`src/rtl/swts_regs.vh`:
```
// Constants for the SYSREF windowing, trigger and alarm block.
// Assumes inclusion by the design files under rtl/.
`ifndef SWTS_REGS_VH
`define SWTS_REGS_VH
// ****************************************************************
// Position map
// ****************************************************************
`define SWTS_POS_TAPS      16
`define SWTS_POS_LOW_BIT   0
`define SWTS_POS_HIGH_BIT  15
// ****************************************************************
// Alarm flag bits
// ****************************************************************
`define SWTS_ALM_BITS      7
`define SWTS_ALM_FIFO_EMPTY 0
`define SWTS_ALM_FIFO_FULL  1
`define SWTS_ALM_LVDS_CLK   2
`define SWTS_ALM_LVDS_STR   3
`define SWTS_ALM_TRIG_RE    4
`define SWTS_ALM_CLK_RE     5
`define SWTS_ALM_CLK_ALIGN  6
// ****************************************************************
// Reset values
// ****************************************************************
`define SWTS_RST_ALM       7'h00
`define SWTS_RST_MAP       16'h8001
// ****************************************************************
// Dividers and timing
// ****************************************************************
`define SWTS_SYS_DIV_W     4
`define SWTS_TRIGGER_DIVIDE_RATIO_W    8
`define SWTS_TONE_OFFSET   4
`endif

```
`src/rtl/swts_tap_sampler.v`:
```
// One delay tap of the SYSREF position detector.
// Assumes delayed SYSREF copies arrive synchronous to ref_clk.
`timescale 1ns/1ns
module swts_tap_sampler (
  // Clock and reset
  input  wire ref_clk,
  input  wire reset_n,
  // Tap data
  input  wire tapEarly,
  input  wire tapLate,
  input  wire edgeSeen,
  input  wire accumulate,
  input  wire restart,
  input  wire forceSet,
  output reg  violation_q
);
  wire unstable;
  assign unstable = tapEarly ^ tapLate;
  always @(posedge ref_clk) begin
    if (!reset_n) begin
      // Only the end taps read as flagged straight out of reset
      violation_q <= forceSet;
    end else if (forceSet) begin
      violation_q <= 1'b1;
    end else if (restart) begin
      // An edge in the restart cycle already counts toward the new map
      violation_q <= edgeSeen & unstable;
    end else if (edgeSeen) begin
      // Accumulate keeps every flag seen since restart
      violation_q <= accumulate ? (violation_q | unstable) : unstable;
    end
  end
endmodule // swts_tap_sampler

```
`src/rtl/swts_sysref_sync.v`:
```
// SYSREF windowing, divider realignment, sticky alarms and trigger clock.
// Assumes all inputs synchronous to ref_clk (the converter sample clock).
//
// Contract
// - SYSREF is registered in one chosen sample clock cycle for aligning dividers.
// - Position map holds one bit per tap; 1 marks a timing risk.
// - SYSREF is captured at the tap indexed by the sample select value.
// - Fine step selects finer tap spacing, otherwise coarse spacing.
// - Position map bits 0 and 15 always read as 1.
// - Persistence on accumulates map since enable rose or range last changed; off shows last edge.
// - Alarm flags are sticky until software writes 1 to that bit.
// - Alarm pin asserts only for set, unmasked flags.
// - Mute option holds output muted while any alarm flag is set.
// - Trigger clock is divided sample clock, driven only when both enables set.
// - Every SYSREF rising edge with processing enabled resets the trigger divider.
// - Clock realigned flag sets when SYSREF moves system divider phase.
// - Trigger realigned flag sets when SYSREF moves trigger phase, regardless.
// - Tone selects are sampled on the trigger clock even with output off.
// - Sampled tone selection applies to both channels at fixed SYSREF offset.
// - Up to two SYSREF pulses may be needed to realign the trigger divider.
`timescale 1ns/1ns
`include "swts_regs.vh"
module swts_sysref_sync #(
  parameter TAPS   = `SWTS_POS_TAPS,
  parameter ALMS   = `SWTS_ALM_BITS,
  parameter SDIV_W = `SWTS_SYS_DIV_W,
  parameter TDIV_W = `SWTS_TRIGGER_DIVIDE_RATIO_W
) (
  // Clock and reset
  input  wire              ref_clk,
  input  wire              reset_n,
  // SYSREF taps: bit i is SYSREF through delay tap i, early and late copies
  input  wire [TAPS-1:0]   sysrefTapEarly,
  input  wire [TAPS-1:0]   sysrefTapLate,
  // Windowing control
  input  wire              sysref_receiver_sleep,
  input  wire              sysref_processing_enable,
  input  wire              sysref_realign_enable,
  input  wire [3:0]        sysref_sample_select,
  input  wire              position_step_fine,
  input  wire [1:0]        position_range_select,
  input  wire              position_persistence_enable,
  // Alarm sources and control
  input  wire [ALMS-1:0]   alarmEvents,
  input  wire [ALMS-1:0]   alarmClearWrite,
  input  wire [ALMS-1:0]   alarm_pin_mask,
  input  wire              muteOnAlarmEnable,
  // Trigger and tone control
  input  wire [TDIV_W-1:0] trigger_divide_ratio,
  input  wire              trigger_output_enable,
  input  wire              oscillator_enable,
  input  wire [3:0]        tone_select_inputs,
  input  wire              tone_bank_select_input,
  // Status
  output reg  [TAPS-1:0]   sysref_position_map_q,
  output reg  [ALMS-1:0]   system_alarm_flags_q,
  output reg               alarmPin_q,
  output reg               muteOutput_q,
  output reg               tapStepFine_q,
  output reg               trigger_clock_q,
  output reg  [4:0]        toneSelectChanA_q,
  output reg  [4:0]        toneSelectChanB_q,
  output reg               dividerReset_q
);
  // ****************************************************************
  // SYSREF capture and edge detection
  // ****************************************************************
  reg  sysrefCap_q;
  reg  sysrefPrev_q;
  wire sysrefEdge;
  wire rxActive;
  assign rxActive = ~sysref_receiver_sleep;
  always @(posedge ref_clk) begin
    if (!reset_n) begin
      sysrefCap_q  <= 1'b0;
      sysrefPrev_q <= 1'b0;
    end else begin
      // Selected tap fixes the sample clock cycle that takes SYSREF
      sysrefCap_q  <= rxActive & sysrefTapLate[sysref_sample_select];
      sysrefPrev_q <= sysrefCap_q;
    end
  end
  assign sysrefEdge = sysrefCap_q & ~sysrefPrev_q;
  // ****************************************************************
  // Position detector
  // ****************************************************************
  reg  persistPrev_q;
  reg  [1:0] rangePrev_q;
  wire persistRise;
  wire rangeChanged;
  wire [TAPS-1:0] mapBits;
  always @(posedge ref_clk) begin
    if (!reset_n) begin
      persistPrev_q <= 1'b0;
      rangePrev_q   <= 2'h0;
      tapStepFine_q <= 1'b0;
    end else begin
      persistPrev_q <= position_persistence_enable;
      rangePrev_q   <= position_range_select;
      // Step size goes to the analog delay line; logic just registers it
      tapStepFine_q <= position_step_fine;
    end
  end
  assign persistRise = position_persistence_enable & ~persistPrev_q;
  // A map mixed from two ranges is meaningless, so a range change restarts it too
  assign rangeChanged = |(rangePrev_q ^ position_range_select);
  genvar gi;
  generate
    for (gi = 0; gi < TAPS; gi = gi + 1) begin : gTap
      swts_tap_sampler uTap (
        .ref_clk     (ref_clk),
        .reset_n     (reset_n),
        .tapEarly    (sysrefTapEarly[gi]),
        .tapLate     (sysrefTapLate[gi]),
        .edgeSeen    (sysrefEdge & rxActive),
        .accumulate  (position_persistence_enable),
        .restart     (persistRise | (rangeChanged & position_persistence_enable)),
        .forceSet    ((gi == `SWTS_POS_LOW_BIT) || (gi == `SWTS_POS_HIGH_BIT)),
        .violation_q (mapBits[gi])
      );
    end
  endgenerate
  always @(posedge ref_clk) begin
    if (!reset_n) begin
      sysref_position_map_q <= `SWTS_RST_MAP;
    end else begin
      sysref_position_map_q <= mapBits;
    end
  end
  // ****************************************************************
  // System divider realignment
  // ****************************************************************
  reg  [SDIV_W-1:0] sysDiv_q;
  wire applyReset;
  wire sysPhaseMoved;
  assign applyReset    = sysrefEdge & sysref_processing_enable;
  // Only realign the system divider when realign is enabled
  assign sysPhaseMoved = applyReset & sysref_realign_enable & (sysDiv_q != {SDIV_W{1'b0}});
  always @(posedge ref_clk) begin
    if (!reset_n) begin
      sysDiv_q       <= {SDIV_W{1'b0}};
      dividerReset_q <= 1'b0;
    end else begin
      // Divider and FIFO read pointers restart on the same captured cycle
      dividerReset_q <= applyReset & sysref_realign_enable;
      if (applyReset && sysref_realign_enable) begin
        sysDiv_q <= {{(SDIV_W-1){1'b0}}, 1'b1};
      end else begin
        sysDiv_q <= sysDiv_q + {{(SDIV_W-1){1'b0}}, 1'b1};
      end
    end
  end
  // ****************************************************************
  // Trigger clock divider
  // ****************************************************************
  reg  [TDIV_W-1:0] trigCnt_q;
  reg               trigPhase_q;
  reg               trigPhasePrev_q;
  wire              trigWrap;
  wire              trigPhaseMoved;
  wire              trigRise;
  assign trigWrap = (trigCnt_q >= trigger_divide_ratio);
  // An edge moves the trigger phase unless it lands where the divider would
  // wrap back to phase zero anyway; a repeated pulse there settles it
  assign trigPhaseMoved = applyReset & ~(trigWrap & trigPhase_q);
  always @(posedge ref_clk) begin
    if (!reset_n) begin
      trigCnt_q   <= {TDIV_W{1'b0}};
      trigPhase_q <= 1'b0;
    end else if (applyReset) begin
      trigCnt_q   <= {TDIV_W{1'b0}};
      trigPhase_q <= 1'b0;
    end else if (trigWrap) begin
      trigCnt_q   <= {TDIV_W{1'b0}};
      trigPhase_q <= ~trigPhase_q;
    end else begin
      trigCnt_q <= trigCnt_q + {{(TDIV_W-1){1'b0}}, 1'b1};
    end
  end
  always @(posedge ref_clk) begin
    if (!reset_n) begin
      trigPhasePrev_q <= 1'b0;
      trigger_clock_q <= 1'b0;
    end else begin
      trigPhasePrev_q <= trigPhase_q;
      trigger_clock_q <= trigPhase_q & trigger_output_enable & oscillator_enable;
    end
  end
  assign trigRise = trigPhase_q & ~trigPhasePrev_q;
  // ****************************************************************
  // Tone selection sampling
  // ****************************************************************
  // Sampling ignores the output enable so the pin can be silenced
  reg [4:0] toneSample_q;
  reg [4:0] toneDelay_q [0:`SWTS_TONE_OFFSET-1];
  integer k;
  always @(posedge ref_clk) begin
    if (!reset_n) begin
      toneSample_q <= 5'h00;
      for (k = 0; k < `SWTS_TONE_OFFSET; k = k + 1) begin
        toneDelay_q[k] <= 5'h00;
      end
    end else begin
      if (trigRise) begin
        toneSample_q <= {tone_bank_select_input, tone_select_inputs};
      end
      toneDelay_q[0] <= toneSample_q;
      for (k = 1; k < `SWTS_TONE_OFFSET; k = k + 1) begin
        toneDelay_q[k] <= toneDelay_q[k-1];
      end
    end
  end
  always @(posedge ref_clk) begin
    if (!reset_n) begin
      toneSelectChanA_q <= 5'h00;
      toneSelectChanB_q <= 5'h00;
    end else begin
      // Both channels take the same fixed-latency copy
      toneSelectChanA_q <= toneDelay_q[`SWTS_TONE_OFFSET-1];
      toneSelectChanB_q <= toneDelay_q[`SWTS_TONE_OFFSET-1];
    end
  end
  // ****************************************************************
  // Sticky alarms, pin and mute
  // ****************************************************************
  reg  [ALMS-1:0] almSet;
  always @* begin
    almSet = alarmEvents;
    almSet[`SWTS_ALM_CLK_RE]  = alarmEvents[`SWTS_ALM_CLK_RE] | sysPhaseMoved;
    almSet[`SWTS_ALM_TRIG_RE] = alarmEvents[`SWTS_ALM_TRIG_RE] | trigPhaseMoved;
  end
  always @(posedge ref_clk) begin
    if (!reset_n) begin
      system_alarm_flags_q <= `SWTS_RST_ALM;
    end else begin
      // Set wins over a clear in the same cycle
      system_alarm_flags_q <= (system_alarm_flags_q & ~alarmClearWrite) | almSet;
    end
  end
  always @(posedge ref_clk) begin
    if (!reset_n) begin
      alarmPin_q   <= 1'b0;
      muteOutput_q <= 1'b0;
    end else begin
      alarmPin_q   <= |(system_alarm_flags_q & ~alarm_pin_mask);
      muteOutput_q <= muteOnAlarmEnable & (|system_alarm_flags_q);
    end
  end
endmodule // swts_sysref_sync

```
`config.mk`:
```
export PLATFORM = sky130hd
export DESIGN_NAME = swts_sysref_sync
export DESIGN_NICKNAME = d
export VERILOG_FILES = /design/src/rtl/swts_tap_sampler.v /design/src/rtl/swts_sysref_sync.v
export VERILOG_INCLUDE_DIRS = /design/src /design/src/rtl
export SDC_FILE = /design/constraint.sdc
export NUM_CORES = 1
export LEC_CHECK = 0
export BUFFER_PORTS_ARGS = -buffer_cell sky130_fd_sc_hd__buf_2
export CELL_PAD_IN_SITES_DETAIL_PLACEMENT = 1
export CELL_PAD_IN_SITES_GLOBAL_PLACEMENT = 1
export CORE_ASPECT_RATIO = 2
export CORE_MARGIN = 2
export CORE_UTILIZATION = 30
export CTS_CLUSTER_SIZE = 10
export DETAILED_ROUTE_END_ITERATION = 10
export GPL_ROUTABILITY_DRIVEN = 0
export HOLD_SLACK_MARGIN = 0.08
export PLACE_DENSITY = 0.72
export RECOVER_POWER = 100
export SYNTH_ARGS = -nofsm -noshare
export SYNTH_HDL_FRONTEND = slang
export SYNTH_SLANG_ARGS = --single-unit
```
`constraint.sdc`:
```
create_clock -name ref_clk -period 2.1 [get_ports ref_clk]
set_input_delay 0.315 -clock ref_clk [delete_from_list [all_inputs] [get_ports ref_clk]]
set_output_delay 0.315 -clock ref_clk [all_outputs]
set_load 0.02 [all_outputs]
```
======== Yosys cells after proc, flatten, opt, wreduce, memory -nomap -nowiden ========
Memories as Yosys holds them, arrays and structs flattened. A register that Yosys moved wholly into a read port is not among the register bits.
Index checks and enable logic that the tools add are counted.
storage, ports and cells
  logic and storage cells ................. 173
  memory bits (writable) .................. 20
  memories ................................ 1
  register bits after elaboration ......... 64
  bits of input ports ..................... 82
memories
  name         depth  width  rd ports  clocked after Yosys merged registers in  wr ports  RTL line                source
  toneDelay_q  4      5      4         1                                        4         swts_sysref_sync.v:195  reg [4:0] toneDelay_q [0:`SWTS_TONE_OFFSET-1];
cells by class
  $lt $le $gt $ge ......................... 2
  bitwise operators ....................... 76
  add/sub/neg operators ................... 2
  mux-type cells .......................... 51
  reductions and logical operators ........ 10
operators with widths
  operator             count
  $mux 1               46
  $and 1x1->1          28
  $or 1x1->1           21
  $mux 5               4
  $and 7x7->7          2
  $not 7->7            2
  $reduce_or 7->1      2
  $xor 1x1->1          14
  $add 8x1->8 const B  1
  $ge 8x8->1           1
  $not 1->1            7
  $or 7x7->7           1
  $reduce_or 2->1      3
  $lt 4x5->1 const B   1
  $add 4x1->4 const B  1
  $bmux 1 s4           1
  $reduce_bool 4->1    1
  $reduce_or 3->1      1
  $reduce_bool 2->1    1
  $xor 2x2->2          1
  $logic_and 1x1->1    1
  $logic_not 1->1      1

======== Depth between registers and ports, before layout ========
  depth after elaboration ................. 7
  depth in mapped cells ................... 7
  depth with buffers taken out ............ 7

======== By module ========
Synthesis repeated with hierarchy kept, for this count alone.
second synthesis, totals
  cell total of the unflattened synthesis .. 374
  area total of the unflattened synthesis .. 3952.5 um2
modules (own cells, without submodules)
  module            instances  cells an instance  sequential area each (um2)  area each (um2)
  swts_sysref_sync  1          262                1541.5                      2811.4
  swts_tap_sampler  16         7                  30.0                        71.3

======== Least setup slack after synthesis ========
No wires, ideal clock.
  path kind ............................... in2reg
  from .................................... input port trigger_divide_ratio[2]
  to ...................................... register trigCnt_q[2]
  stages on the path ...................... 7
  required time ........................... 2.031 ns
  data arrival time ....................... 1.477 ns
  path slack .............................. 0.554 ns
  setup time .............................. 0.069 ns
  cells stage by stage .................... inv_1 > ha_1 > and3_1 > o21ai_0 > a31o_2 > nand4_1 > nor2_1
on the way
  longest elaborated chain between the ends .. 2
RTL lines
  item                              RTL line                source
  start, declared                   swts_sysref_sync.v:49   input wire [TDIV_W-1:0] trigger_divide_ratio,
  $ge 8x8->1                        swts_sysref_sync.v:162  assign trigWrap = (trigCnt_q >= trigger_divide_ratio);
  $reduce_or 3->1 (no source line)  -
  end signal, assigned              swts_sysref_sync.v:168  trigCnt_q <= {TDIV_W{1'b0}};
  end signal, assigned              swts_sysref_sync.v:171  trigCnt_q <= {TDIV_W{1'b0}};
  end signal, assigned              swts_sysref_sync.v:174  trigCnt_q <= {TDIV_W{1'b0}};
  end, declared                     swts_sysref_sync.v:156  reg [TDIV_W-1:0] trigCnt_q;
No other way between the ends.
A chain may end at the register's enable or synchronous reset.

======== Worst setup path in the final report ========
  from .................................... register trigCnt_q[2]
  to ...................................... register trigCnt_q[3]
on the way
  longest elaborated chain between the ends .. 2
  elaborated cells between the ends (all ways) .. 3
  those cells by class .................... 1 x add/sub; 1 x order compare; 1 x reduce/logical
RTL lines
  item                              RTL line
  $ge 8x8->1                        swts_sysref_sync.v:162
  $reduce_or 3->1 (no source line)  -
Parallel ways exist; a longest one is shown, timed or not.

==> results.yml <==
run_status:
  status: "finished, final reports clean"
power_and_ir_drop:
  power.density_nw_per_um2: 867
  seqPwrFrac: 0.477
  internal-power_w: 0.00282
  power_frac_clock: 0.445
  combPwrFrac: 0.078
  switching_share: 0.235
  switchingPower_w: 0.000865
  peakVddDrop_v: 0.000416
  p_leak_nw: 1.91
die:
  io_pins: 120
  die-area_sq_um: 11900
  die_w_um: 78.1
  start_util: 0.305
  die_height_um: 152
  core_sq_um: 10800
  rows: 54
sta:
  rsz0062_at_grt: "no"
  drv_slew: 0
  clock_skew_ps: 5.68
  fin_crit_sh: 0.865
  worst_pin_slew_ps: 1070
  setup_tns_ps: 0
  period_needed_ps: 1820
  max_freq_ghz: 0.551
  hold_viol: 0
  slew_headroom: 0.283
  setup_viol: 0
route:
  drc: 0
  postRouteAntennaNets: 0
  drt_iter0_drc: 62
  drt_pass1_iterations: 4
  avgRoutedWirePerCell_um: 12.8
  via_per_inst: 4.46
  wirelength_um: 7350
  vias: 2555
finish:
  final_util: 0.393
  final_nets: 521
  antennaDiodeCount: 0
  syn_to_final_growth_pct: 28.8
  final_cell_area_sq_um: 4250
  layout-drive-gt1-share: 0.229
worst_setup_path:
  crit_arrival_ps: 2080
  path_class: "reg2reg"
  end_kind: "register"
  r2r-end: "trigCnt_q[3]$_SDFF_PP0_"
  critical_path.max_fanout: 8
  required_ps: 2360
  rr_startpoint: "trigCnt_q[2]$_SDFF_PP0_"
  r2r_slack_ps: 280
  start_kind: "register"
  ff2ff_path_depth: 6
clock_network:
  clkLatencyLatePin_ps: 340
  clockBufferDepth: 2
  numCtsBuffers: 9
  cts.repair.resized: 0
  cts.clk_slew.worst_paths_ps: 60
  cts_root_buffer: "clkbuf_16"
  h-tree-depth: 3
  post_cts_buffers: 0
  holdBufCountCts: 0
  cts_tree: "built"
  clock_sinks: 89
global_route:
  grt_pass1_vias: 2710
  grt_max_degree: 51
  grt_pass1_wl_um: 12100
  antenna_found_initial: 0
  grt_usage: 0.130
  grt-ovfl-total: 0
place:
  placed_cell_area_sq_um: 3990
  dp_hpwl_um: 5880
  portBuffers: 115
job:
  maxCapViolCount: 0
worst_hold_path:
  hold-path-cell-count: 2
  hp-class: "in2reg"
  min_to: "sysrefCap_q$_SDFF_PN0_"
  min_from: "sysref_receiver_sleep"
yosys:
  ys.flop_type: "dfxtp_1"
  ys_types: 37
  ys_seq_area_frac: 0.540
  synth-edff-count: 0
  yosysWarningCount: 0
  synth_area_sq_um: 3300
  syn_inst: 314
  avgSynthCellArea_sq_um: 10.5
  async_flop_share: 0
  yosys_register_bits: 89
[critical path: stages, from the launching register on]
cell	delay, ps
dfxtp_1	400
ha_1	270
and3_1	180
o21ai_0	140
a31o_2	220
nand4_1	310
nor2_1	210
[cells by family after synthesis]
logic type	count (synthesis)	synth area share
AOI/OAI and AO/OA	39	0.0842
xor gates and xnor gates	24	0.0637
adders and majority gates	11	0.0417
buffers and inverters	43	0.0573
DFF	89	0.540
muxes	10	0.0539
other	1	0.00114
and+or+nand+nor	97	0.158
[power by group through the flow]
stage / combinational, W / clock [W] / sequential (W)
floorplan: 0.000141 / 0 / 0.00181
global placement: 0.000287 / 0 / 0.00179
detailed placement: 0.000299 / 0 / 0.00179
CTS: 0.000300 / 0.00171 / 0.00176
global route: 0.000325 / 0.00177 / 0.00176
finish: 0.000286 / 0.00164 / 0.00176
[cell usage in the layout (no fill, tap or decap), drive strengths merged]
cell type	n
a211oi	2
a221oi	1
xor2	17
nor3	2
nor3b	1
inv	31
bufinv	1
nand4	2
buf	79
a31o	1
clkbuf	48
dfxtp	89
nand2	6
o31ai	1
xnor2	7
o31a	1
or2	1
a222oi	1
conb	2
a22o	14
ha	11
mux2i	5
mux4	5
o22ai	1
o21ai	1
nand3	6
and2	45
clkinv	2
a21oi	14
o211ai	1
a21o	1
nand2b	1
nor2	25
nor2b	2
and3	5
nor4	1
[through the flow]
step                power (W)  worst slack, ps  cells  hold slack (ps)
CTS                   0.00376              266    573              158
detailed placement    0.00209              184    557              421
finish                0.00368              284    573              176
floorplan             0.00195              554    315              391
global placement      0.00208              232    557              413
global route          0.00386             63.7    573              177
[worst max path at each step]
| stage | depth (start not counted) | slack (ps) | end | startpoint |
|---|---|---|---|---|
| after floorplan | 7 | 550 | trigCnt_q[2]$_SDFF_PP0_ | trigger_divide_ratio[2] |
| after global placement | 5 | 230 | gTap[9].uTap.violation_q$_SDFFE_PN0P_ | position_range_select[0] |
| after detailed placement | 5 | 180 | gTap[4].uTap.violation_q$_SDFFE_PN0P_ | position_range_select[1] |
| after CTS | 6 | 270 | trigCnt_q[1]$_SDFF_PP0_ | trigCnt_q[2]$_SDFF_PP0_ |
| after global routing | 6 | 60 | trigCnt_q[1]$_SDFF_PP0_ | trigCnt_q[2]$_SDFF_PP0_ |
| final | 6 | 280 | trigCnt_q[3]$_SDFF_PP0_ | trigCnt_q[2]$_SDFF_PP0_ |
[flip-flops by register name, indices dropped and copies added, names as in the netlist, 2 cells and up]
signal and cells:
toneSelectChanB_q 5, toneSample_q 5, system_alarm_flags_q 7, trigCnt_q 8, gTap.uTap.violation_q 14, rangePrev_q 2, sysDiv_q 4, toneDelay_q 20
sysref_position_map_q 14
[final cells by class]
| type | instances | area [sq um] |
|---|---|---|
| Clock buffer | 9 | 225 |
| Clock inverter | 7 | 83.8 |
| Fill cell | 1271 | 6560 |
| Inverter | 27 | 101 |
| Multi-Input combinational cell | 183 | 1330 |
| Sequential cell | 89 | 1780 |
| Tap cell | 140 | 175 |
| Timing Repair Buffer | 118 | 548 |
[cells in the mapped netlist, drive strengths merged, types with 2 or more instances]
library cell,number,area [sq um]
dfxtp,89,1780
and2,45,282
inv,26,97.6
nor2,25,93.8
xor2,17,149
a21oi,14,70.1
a22o,14,123
ha,11,138
buf,8,57.6
clkbuf,8,30.0
xnor2,7,61.3
nand2,6,22.5
nand3,6,30.0
and3,5,31.3
mux2i,5,50.1
mux4,5,128
a211oi,2,15.0
nand4,2,12.5
nor2b,2,12.5
nor3,2,10.0
[metal layers]
layer / vias to the layer above / GRT usage / part of all wire
met5: - / 0 / 0
met4: 0 / 0.0602 / 0.020
met3: 8 / 0.0326 / 0.067
met2: 96 / 0.255 / 0.58
met1: 1182 / 0.120 / 0.34
li1: 1269 / - / -
No activity file was read; power rests on OpenSTA's default activity.
